**src/hw/radio_seq_pkg.sv**
```systemverilog
package radio_seq_pkg;

    // ------------------------------------------------------------
    // Timing
    // ------------------------------------------------------------
    localparam int CLK_PERIOD_NS = 40;
    localparam int STEP_SHORT_NS = 64000;
    localparam int STEP_MID_NS = 4100000;
    localparam int STEP_LONG_NS = 262000000;
    localparam int STEP_SHORT_CYC = STEP_SHORT_NS / CLK_PERIOD_NS;
    localparam int STEP_MID_CYC = STEP_MID_NS / CLK_PERIOD_NS;
    localparam int STEP_LONG_CYC = STEP_LONG_NS / CLK_PERIOD_NS;
    localparam int CYC_W = 23;

    // ------------------------------------------------------------
    // Register map
    // ------------------------------------------------------------
    localparam logic [7:0] ADDR_CTRL = 8'h00;
    localparam logic [7:0] ADDR_CFG = 8'h04;
    localparam logic [7:0] ADDR_TIMER = 8'h08;
    localparam logic [7:0] ADDR_STATUS = 8'h0c;
    localparam int LAUNCH_BIT = 0;
    localparam int STOP_BIT = 1;
    localparam int CFG_W = 15;
    localparam int TIMER_W = 20;
    localparam logic [CFG_W-1:0] CFG_RST = 15'h0000;
    localparam logic [TIMER_W-1:0] TIMER_RST = 20'h00000;

    typedef enum logic [2:0] {
        SEQ_OFF = 3'b000,
        SEQ_IDLE = 3'b001,
        SEQ_TX = 3'b011,
        SEQ_RX = 3'b010,
        SEQ_HELD = 3'b110,
        SEQ_WAIT_THR = 3'b111,
        SEQ_SYNTH = 3'b101
    } seq_state_t;

    typedef enum logic [2:0] {
        MODE_SLEEP = 3'h0,
        MODE_STANDBY = 3'h1,
        MODE_SYNTH = 3'h2,
        MODE_TX = 3'h3,
        MODE_RX = 3'h4
    } chip_mode_t;
    localparam chip_mode_t MODE_RST = MODE_STANDBY;

    // Bit 0 is idleSleepSelect, bit 14 badChecksumAutodiscard
    typedef struct packed {
        logic badChecksumAutodiscard;
        logic [2:0] frameHeldExitSelect;
        logic [1:0] rxTimeoutExitSelect;
        logic [2:0] receiveExitSelect;
        logic transmitExitSelect;
        logic idleExitSelect;
        logic lowPowerChoice;
        logic [1:0] startExitSelect;
        logic idleSleepSelect;
    } seq_cfg_t;

    typedef struct packed {
        logic [7:0] secondTimerMultiplier;
        logic [7:0] firstTimerMultiplier;
        logic [1:0] secondTimerStep;
        logic [1:0] firstTimerStep;
    } timer_cfg_t;

    localparam int EVT_N = 11;
    typedef struct packed {
        logic txFrameDone;
        logic rxPayloadComplete;
        logic checksumPassEvent;
        logic signalLevelEvent;
        logic syncMatchEvent;
        logic preambleFoundEvent;
        logic queueDrainedEvent;
        logic queueThresholdEvent;
        logic levelWaitExpired;
        logic preambleWaitExpired;
        logic syncWaitExpired;
    } radio_events_t;

    typedef struct packed {
        logic psel;
        logic penable;
        logic pwrite;
        logic [7:0] paddr;
        logic [31:0] pwdata;
    } apb_req_t;

endpackage

```
**src/hw/event_edge.sv**
```systemverilog
module event_edge
    import radio_seq_pkg::*;
#(
    parameter int WIDTH = EVT_N
) (
    input wire logic ref_clk, // System clock
    input wire logic rst, // Synchronous reset
    input wire logic [WIDTH-1:0] levels, // Event sources, same clock
    output logic [WIDTH-1:0] rises // One-cycle pulse per rising edge
);
    typedef struct packed {
        logic [WIDTH-1:0] prev_r;
    } edge_state_t;

    edge_state_t s, n;

    always_comb begin
        n = s;
        n.prev_r = levels;
    end

    always_ff @(posedge ref_clk) begin
        if (rst) begin
            s <= '0;
        end else begin
            s <= n;
        end
    end

    // Sources are levels that may stay high; only the edge counts as an event
    for (genvar i = 0; i < WIDTH; i++) begin : g_rise
        assign rises[i] = levels[i] & ~s.prev_r[i];
    end
endmodule // event_edge

```
**src/hw/interval_timer.sv**
```systemverilog
module interval_timer
    import radio_seq_pkg::*;
#(
    parameter int CYC_SHORT = STEP_SHORT_CYC,
    parameter int CYC_MID = STEP_MID_CYC,
    parameter int CYC_LONG = STEP_LONG_CYC
) (
    input wire logic ref_clk, // System clock
    input wire logic rst, // Synchronous reset
    input wire logic run, // Count while high
    input wire logic restart, // Start a fresh interval
    input wire logic [1:0] stepSel, // Step size code, 0 disables
    input wire logic [7:0] multiplier, // Steps per interval, 0 disables
    output logic fire // One-cycle pulse at interval end
);
    typedef struct packed {
        logic [CYC_W-1:0] cycCnt;
        logic [7:0] unitCnt;
        logic fire;
    } timer_state_t;

    timer_state_t s, n;

    function automatic logic [CYC_W-1:0] stepLast(input logic [1:0] sel);
        case (sel)
            2'h1: stepLast = CYC_W'(CYC_SHORT - 1);
            2'h2: stepLast = CYC_W'(CYC_MID - 1);
            default: stepLast = CYC_W'(CYC_LONG - 1);
        endcase
    endfunction

    always_comb begin
        n = s;
        n.fire = 1'b0;
        if (restart || !run) begin
            n.cycCnt = '0;
            n.unitCnt = '0;
        end else if (stepSel != 2'h0 && multiplier != 8'h00) begin
            if (s.cycCnt >= stepLast(stepSel)) begin
                n.cycCnt = '0;
                if (s.unitCnt >= multiplier - 8'h01) begin
                    n.unitCnt = '0;
                    n.fire = 1'b1;
                end else begin
                    n.unitCnt = s.unitCnt + 8'h01;
                end
            end else begin
                n.cycCnt = s.cycCnt + CYC_W'(1);
            end
        end
    end

    always_ff @(posedge ref_clk) begin
        if (rst) begin
            s <= '0;
        end else begin
            s <= n;
        end
    end

    assign fire = s.fire;
endmodule // interval_timer

```
**src/hw/radio_mode_sequencer.sv**
```systemverilog
// Contract
// - Idle on first timer: Transmit or Receive
// - Transmit done: low-power selection or Receive
// - Payload complete: held (001), low-power (010)
// - 011: checksum pass holds; fail means timeout unless badChecksumAutodiscard is set
// - 100/101/110: off on level/sync/preamble
// - Second timer in Receive: low-power selection
// - Rx timeout selector picks restart/Tx/low-power/off
// - Any of three wait expiries is timeout
// - Held: off, Tx on drained, low-power
// - Held 011 via synth mode, 100 direct
// - First timer after second or launch
// - Second timer fires after first timer
// - Step codes: off, 64us, 4.1ms, 262ms
// - Timer chain ignores sequencer state, except that it halts while off
// - Stop forces off at once
// - Launch only from Sleep or Standby
// - Start selector picks the first step
// - Low-power choice: off+initial mode, or Idle
// - Idle: Standby if 0, Sleep if 1
//
// The APB register port and the register offsets were left to the implementer.
module radio_mode_sequencer
    import radio_seq_pkg::*;
#(
    parameter int STEP_MID_CYCLES = STEP_MID_CYC,
    parameter int STEP_LONG_CYCLES = STEP_LONG_CYC
) (
    input wire logic ref_clk, // 25 MHz clock
    input wire logic rst, // Synchronous reset, active high
    input wire apb_req_t apbReq, // APB request signals
    output logic [31:0] prdata, // APB read data
    output logic pready, // APB ready
    output logic pslverr, // APB error on unmapped address
    input wire radio_events_t events, // Packet engine event levels
    input wire chip_mode_t radioModeIn, // Present chip mode
    output chip_mode_t modeCmd, // Commanded chip mode
    output logic modeCmdStrobe, // Pulse with each mode command
    output logic receiverRestartCmd, // Pulse to restart reception
    output logic seqActive // Sequencer not off
);
    // ------------------------------------------------------------
    // State
    // ------------------------------------------------------------
    typedef struct packed {
        seq_state_t state;
        chip_mode_t modeCmd;
        chip_mode_t initialMode;
        logic phase;
        logic modeStrobe;
        logic restartPulse;
        seq_cfg_t cfg;
        timer_cfg_t tcfg;
        logic [31:0] prdata;
    } seq_regs_t;

    seq_regs_t s, n;
    radio_events_t rise;
    logic t1Fire;
    logic t2Fire;
    logic setup;
    logic access;
    logic wrCtrl;
    logic stopWr;
    logic launch;
    logic rx_wait_expired;
    logic goLp;
    logic toInitial;
    logic moved;
    logic restartRx;
    seq_state_t nxtSt;

    function automatic chip_mode_t stateMode(input seq_state_t st, input seq_cfg_t c,
                                             input chip_mode_t init);
        case (st)
            SEQ_IDLE: stateMode = c.idleSleepSelect ? MODE_SLEEP : MODE_STANDBY;
            SEQ_TX: stateMode = MODE_TX;
            SEQ_RX: stateMode = MODE_RX;
            SEQ_HELD: stateMode = MODE_RX;
            SEQ_SYNTH: stateMode = MODE_SYNTH;
            default: stateMode = init;
        endcase
    endfunction

    function automatic logic mapped(input logic [7:0] a);
        mapped = (a == ADDR_CTRL) || (a == ADDR_CFG) || (a == ADDR_TIMER)
            || (a == ADDR_STATUS);
    endfunction

    // ------------------------------------------------------------
    // Event edges and timers
    // ------------------------------------------------------------
    event_edge #(
        .WIDTH(EVT_N)
    ) u_edges (
        .ref_clk(ref_clk),
        .rst(rst),
        .levels(events),
        .rises(rise)
    );

    // Chain runs in every active state, so a single enabled timer stalls it
    interval_timer #(
        .CYC_SHORT(STEP_SHORT_CYC),
        .CYC_MID(STEP_MID_CYCLES),
        .CYC_LONG(STEP_LONG_CYCLES)
    ) u_first (
        .ref_clk(ref_clk),
        .rst(rst),
        .run(s.state != SEQ_OFF && !s.phase),
        .restart(launch || t2Fire),
        .stepSel(s.tcfg.firstTimerStep),
        .multiplier(s.tcfg.firstTimerMultiplier),
        .fire(t1Fire)
    );

    interval_timer #(
        .CYC_SHORT(STEP_SHORT_CYC),
        .CYC_MID(STEP_MID_CYCLES),
        .CYC_LONG(STEP_LONG_CYCLES)
    ) u_second (
        .ref_clk(ref_clk),
        .rst(rst),
        .run(s.state != SEQ_OFF && s.phase),
        .restart(t1Fire),
        .stepSel(s.tcfg.secondTimerStep),
        .multiplier(s.tcfg.secondTimerMultiplier),
        .fire(t2Fire)
    );

    // ------------------------------------------------------------
    // APB decode
    // ------------------------------------------------------------
    assign setup = apbReq.psel && !apbReq.penable;
    assign access = apbReq.psel && apbReq.penable;
    assign wrCtrl = access && apbReq.pwrite && apbReq.paddr == ADDR_CTRL;
    assign stopWr = wrCtrl && apbReq.pwdata[STOP_BIT];
    // Stop wins when both bits are written together
    assign launch = wrCtrl && apbReq.pwdata[LAUNCH_BIT] && !apbReq.pwdata[STOP_BIT]
        && s.state == SEQ_OFF
        && (radioModeIn == MODE_SLEEP || radioModeIn == MODE_STANDBY);
    assign rx_wait_expired = rise.levelWaitExpired || rise.preambleWaitExpired
        || rise.syncWaitExpired
        || (s.cfg.receiveExitSelect == 3'b011 && rise.rxPayloadComplete
            && !events.checksumPassEvent && !s.cfg.badChecksumAutodiscard);

    // ------------------------------------------------------------
    // Next state
    // ------------------------------------------------------------
    always_comb begin
        nxtSt = s.state;
        goLp = 1'b0;
        restartRx = 1'b0;
        case (s.state)
            SEQ_OFF: begin
                if (launch) begin
                    case (s.cfg.startExitSelect)
                        2'b00: goLp = 1'b1;
                        2'b01: nxtSt = SEQ_RX;
                        2'b10: nxtSt = SEQ_TX;
                        default: nxtSt = SEQ_WAIT_THR;
                    endcase
                end
            end
            SEQ_IDLE: begin
                if (t1Fire) begin
                    nxtSt = s.cfg.idleExitSelect ? SEQ_RX : SEQ_TX;
                end
            end
            SEQ_TX: begin
                if (rise.txFrameDone) begin
                    if (s.cfg.transmitExitSelect) begin
                        nxtSt = SEQ_RX;
                    end else begin
                        goLp = 1'b1;
                    end
                end
            end
            SEQ_RX: begin
                if (t2Fire) begin
                    goLp = 1'b1;
                end else if (rx_wait_expired) begin
                    case (s.cfg.rxTimeoutExitSelect)
                        2'b00: restartRx = 1'b1;
                        2'b01: nxtSt = SEQ_TX;
                        2'b10: goLp = 1'b1;
                        default: nxtSt = SEQ_OFF;
                    endcase
                end else begin
                    case (s.cfg.receiveExitSelect)
                        3'b001: begin
                            if (rise.rxPayloadComplete) begin
                                nxtSt = SEQ_HELD;
                            end
                        end
                        3'b010: goLp = rise.rxPayloadComplete;
                        3'b011: begin
                            if (rise.checksumPassEvent) begin
                                nxtSt = SEQ_HELD;
                            end
                        end
                        3'b100: begin
                            if (rise.signalLevelEvent) begin
                                nxtSt = SEQ_OFF;
                            end
                        end
                        3'b101: begin
                            if (rise.syncMatchEvent) begin
                                nxtSt = SEQ_OFF;
                            end
                        end
                        3'b110: begin
                            if (rise.preambleFoundEvent) begin
                                nxtSt = SEQ_OFF;
                            end
                        end
                        default: nxtSt = s.state;
                    endcase
                end
            end
            SEQ_HELD: begin
                case (s.cfg.frameHeldExitSelect)
                    3'b000: nxtSt = SEQ_OFF;
                    3'b001: begin
                        if (rise.queueDrainedEvent) begin
                            nxtSt = SEQ_TX;
                        end
                    end
                    3'b010: goLp = 1'b1;
                    3'b011: nxtSt = SEQ_SYNTH;
                    3'b100: nxtSt = SEQ_RX;
                    default: nxtSt = s.state;
                endcase
            end
            SEQ_SYNTH: nxtSt = SEQ_RX;
            SEQ_WAIT_THR: begin
                if (rise.queueThresholdEvent) begin
                    nxtSt = SEQ_TX;
                end
            end
            default: nxtSt = SEQ_OFF;
        endcase
        // Low-power selection never rests, it is folded into this cycle
        toInitial = goLp && !s.cfg.lowPowerChoice;
        if (goLp) begin
            nxtSt = s.cfg.lowPowerChoice ? SEQ_IDLE : SEQ_OFF;
        end
        if (stopWr) begin
            nxtSt = SEQ_OFF;
            toInitial = 1'b0;
            restartRx = 1'b0;
        end
        moved = nxtSt != s.state;
    end

    always_comb begin
        n = s;
        n.modeStrobe = 1'b0;
        n.restartPulse = restartRx;
        n.state = nxtSt;
        if (launch) begin
            n.initialMode = radioModeIn;
            n.phase = 1'b0;
        end else if (t1Fire) begin
            n.phase = 1'b1;
        end else if (t2Fire) begin
            n.phase = 1'b0;
        end
        if (moved || restartRx || toInitial) begin
            n.modeStrobe = 1'b1;
            if (nxtSt != SEQ_OFF) begin
                n.modeCmd = stateMode(nxtSt, s.cfg, s.initialMode);
            end else if (toInitial) begin
                n.modeCmd = launch ? radioModeIn : s.initialMode;
            end
        end
        if (access && apbReq.pwrite && apbReq.paddr == ADDR_CFG) begin
            n.cfg = seq_cfg_t'(apbReq.pwdata[CFG_W-1:0]);
        end
        if (access && apbReq.pwrite && apbReq.paddr == ADDR_TIMER) begin
            n.tcfg = timer_cfg_t'(apbReq.pwdata[TIMER_W-1:0]);
        end
        // Read data is captured in setup so it stands from flops in access
        if (setup) begin
            case (apbReq.paddr)
                ADDR_CFG: n.prdata = {17'h00000, s.cfg};
                ADDR_TIMER: n.prdata = {12'h000, s.tcfg};
                ADDR_STATUS: n.prdata = {21'h000000, s.state != SEQ_OFF, s.phase,
                                         s.initialMode, s.modeCmd, s.state};
                default: n.prdata = 32'h00000000;
            endcase
        end
    end

    always_ff @(posedge ref_clk) begin
        if (rst) begin
            s.state <= SEQ_OFF;
            s.modeCmd <= MODE_RST;
            s.initialMode <= MODE_RST;
            s.phase <= 1'b0;
            s.modeStrobe <= 1'b0;
            s.restartPulse <= 1'b0;
            s.cfg <= seq_cfg_t'(CFG_RST);
            s.tcfg <= timer_cfg_t'(TIMER_RST);
            s.prdata <= 32'h00000000;
        end else begin
            s <= n;
        end
    end

    assign prdata = s.prdata;
    assign pready = 1'b1;
    assign pslverr = access && !mapped(apbReq.paddr);
    assign modeCmd = s.modeCmd;
    assign modeCmdStrobe = s.modeStrobe;
    assign receiverRestartCmd = s.restartPulse;
    assign seqActive = s.state != SEQ_OFF;
endmodule // radio_mode_sequencer

```
**config.mk**
```make
export PLATFORM = sky130hd
export DESIGN_NAME = radio_mode_sequencer
export DESIGN_NICKNAME = d
export VERILOG_FILES = /design/src/hw/radio_seq_pkg.sv /design/src/hw/event_edge.sv /design/src/hw/interval_timer.sv /design/src/hw/radio_mode_sequencer.sv
export SDC_FILE = /design/constraint.sdc
export NUM_CORES = 1
export LEC_CHECK = 0
export ABC_AREA = 1
export CAP_MARGIN = 5
export CORE_MARGIN = 8
export CORE_UTILIZATION = 45
export DETAILED_ROUTE_END_ITERATION = 8
export DONT_BUFFER_PORTS = 1
export GPL_TIMING_DRIVEN = 0
export SYNTH_ARGS = -nofsm -noshare
export SYNTH_HDL_FRONTEND = slang
export SYNTH_SLANG_ARGS = --single-unit
```
**constraint.sdc**
```tcl
create_clock -name ref_clk -period 3 [get_ports ref_clk]
set_clock_uncertainty 0.2 [all_clocks]
set_input_delay 0.3 -clock ref_clk [delete_from_list [all_inputs] [get_ports ref_clk]]
set_output_delay 0.3 -clock ref_clk [all_outputs]
set_load 0.01 [all_outputs]
```
==> impl_metrics.env <==
export IMPL_seq_area_frac_synth=0.324
export IMPL_routed_wl_um=23700
export IMPL_synth_compound_area_share=0.130
export IMPL_antenna_found_initial=1
export IMPL_cts_tree="yes"
export IMPL_postSynthCellCount=1214
export IMPL_gr_usage_all_layers=0.199
export IMPL_viasPerCell=5.13
export IMPL_crit_path_end_kind="output port"
export IMPL_r2r_start="s[34]"
export IMPL_cts_sinks=142
export IMPL_crit_type="primary input to output port"
export IMPL_p_leak_nw=4.29
export IMPL_fin_cells=1563
export IMPL_syn_cell_area_um2=8770
export IMPL_final_setup_viol_count=0
export IMPL_dieArea_um2=24200
export IMPL_ff2ff_path_depth=17
export IMPL_synth_flop_cell="dfxtp_1"
export IMPL_ctsHtreeMaxLevel=4
export IMPL_max_cap_violations=0
export IMPL_synth_simple_area_share=0.306
export IMPL_fin_crit_ps=2820
export IMPL_groute_layer_met3_usage=0.0557
export IMPL_synth_top_family_by_area="simple AND/OR/NAND/NOR gates"
export IMPL_initial_core_util=0.455
export IMPL_synth_distinct_cells=54
export IMPL_worstHoldEndpoint="prdata[18]"
export IMPL_num_rows=51
export IMPL_slew_headroom=0.520
export IMPL_final_hold_violation_count=0
export IMPL_crit_arrival_ps=2320
export IMPL_ys_top_cells_by_count="nand2_1 (221), nor2_1 (146), dfxtp_1 (142), inv_1 (129), a21oi_1 (96)"
export IMPL_dpl_cell_count=1490
export IMPL_clk_pin_slew_ps=60
export IMPL_drt_iter0_markers=607
export IMPL_clk_path_buf_depth=2
export IMPL_synth_most_common_cell="nand2_1"
export IMPL_port_buffers=0
export IMPL_grt_pass1_vias=7811
export IMPL_ys_ff_latch=142
export IMPL_synth_area_leader_cell="dfxtp_1"
export IMPL_area_growth_pct=16.8
export IMPL_yosys_top_cells_area="dfxtp_1 (32%), nand2_1 (9.5%), ha_1 (9.1%), nor2_1 (6.3%), inv_1 (5.5%)"
export IMPL_outcome="completed"
export IMPL_clk_latency_ps=430
export IMPL_max_freq_ghz=0.354
export IMPL_place_congestion=0.938
export IMPL_grt_max_degree=17
export IMPL_drt_first_pass_iters=7
export IMPL_cts_made_buffers=17
export IMPL_rr_endpoint="u_second.s[19]"
export IMPL_synth_xor_area_share=0.0410
export IMPL_ioPinCount=99
export IMPL_avgSynthCellArea_um2=7.22
export IMPL_startpoint_type="primary input"
export IMPL_synthMuxAreaShare=0
export IMPL_coreArea_um2=19300
export IMPL_nets=1406
export IMPL_grt_ovfl_total=0
export IMPL_peakVddDrop_mv=0.372
export IMPL_hold_class="primary input to register"
export IMPL_finalPower_mw=4.29
export IMPL_synth_edf_count=0
export IMPL_hold_path_startpoint="apbReq[41]"
export IMPL_avgRoutedWirePerCell_um=15.1
export IMPL_drv_slew=0
export IMPL_yosys_warnings=0
export IMPL_power_per_cell_area_nw_per_um2=419
export IMPL_finalSetupTns_ps=0
export IMPL_grt_first_pass_wirelength_um=39000
export IMPL_num_vias=8024
export IMPL_die_h_um=156
export IMPL_dp_hpwl_um=18300
export IMPL_fin_crit_sh=0.941
export IMPL_top_usage_layer="met2"
export IMPL_rrSetupSlack_ps=240
export IMPL_ant_nets=0
export IMPL_cts_root_buffer="clkbuf_16"
export IMPL_drive_above_1_share=0.138
export IMPL_grtUsageMet1=0.266
export IMPL_cp_required_ps=2500
export IMPL_worst_slew_pin_slew_ps=715
export IMPL_grt_util_met2=0.308
export IMPL_drc=0
export IMPL_synth_fa_ha_area_frac=0.0913
export IMPL_fp_dieW_um=156
export IMPL_netlist_area_leader_share=0.324
export IMPL_n_fill_cell=1917
export IMPL_crit_fanout=10
export IMPL_async_flop_share=0
export IMPL_hold_depth=3
==> final cells by class <==
class	count	area, µm²	share of cell area
clock inverters	13	164	0.0160
clock buffers	19	453	0.0442
plain buffers	60	389	0.0380
flip-flops and latches	142	2850	0.278
well taps	265	332	0.0324
inverters	146	556	0.0542
diodes	2	5.00	0.000489
repair buffers	39	378	0.0369
multi-input cells	877	5120	0.500
==> kinds of logic (layout without fill, tap and decap cells) <==
group,Yosys count,in the layout
other,2,15
AOI/OAI and AO/OA,203,203
xor gates and xnor gates,41,41
adders and majority gates,64,64
DFF,142,142
and+or+nand+nor,556,556
buffers and inverters,206,277
==> timing repair <==
action,CTS,global route
pin swaps,1,3
hold buffers,34,0
gates resized for setup,13,18
setup endpoints to repair,41,46
endpoints found under the hold margin,52,0
buffers inserted,0,5
==> worst max-delay path: stages <==
cell and delay (ps):
dlygate4sd3_1 540, inv_2 50, nor4_1 610, clkinv_1 480, nand3_1 230, nor3_1 100
==> layout by cell type, fill, tap and decap left out, types with 9 or more instances in the layout <==
master	count
dfxtp_1	138
nand3_2	9
buf_4	44
xnor2_1	13
nand2_4	9
nor2_4	10
nand2_1	218
xor2_1	28
nand3_1	52
nor2_1	145
ha_1	60
nand4_1	19
o21ai_0	64
a21oi_1	96
nand2_2	15
conb_1	13
clkbuf_16	17
clkbuf_1	17
inv_1	125
dlygate4sd3_1	34
nor3_1	38
inv_2	16
==> registers in the layout, indices dropped and copies added (netlist names) <==
register and cells:
modeCmd 3, modeCmdStrobe 1, prdata 20, receiverRestartCmd 1, s 42, u_edges.s 11, u_first.fire 1, u_first.s 31
u_second.fire 1, u_second.s 31
==> stage by stage <==
step	hold slack, ps	instance area (µm²)	worst slack (ps)	util
floorplan	207	8810	360	-
CTS	41.1	10100	24.4	0.527
global placement	210	9140	-293	0.474
detailed placement	210	9140	-359	0.474
finish	45.1	10200	176	0.531
global route	64.6	10200	-6.33	0.531
==> how the worst max path moves through the flow <==
stage	startpoint	to	slack [ps]
finish	apbReq[35]	pslverr	180
detailed placement	s[33]	u_first.s[30]	-360
floorplan	s[32]	u_first.s[22]	360
global placement	s[33]	u_first.s[24]	-290
global route	s[33]	u_first.s[25]	-6
CTS	s[35]	u_second.s[19]	20
==> where the power goes <==
part           total (mW)  leakage [nW]  internal (mW)  switching (mW)
registers            1.90          1.15           1.90         0.00438
logic               0.161          2.85         0.0677          0.0929
clock network        2.23         0.299           1.35           0.877
total                4.29          4.29           3.32           0.974
==> metal layers <==
layer  routed length, µm  part of all wire  vias to the layer above
met5                   0                 0                        -
met4                 310             0.013                        0
met3                1770             0.075                       27
met2               10400              0.44                      238
met1               11200              0.47                     3656
li1                    -                 -                     4103
No activity file was read; power rests on OpenSTA's default activity.
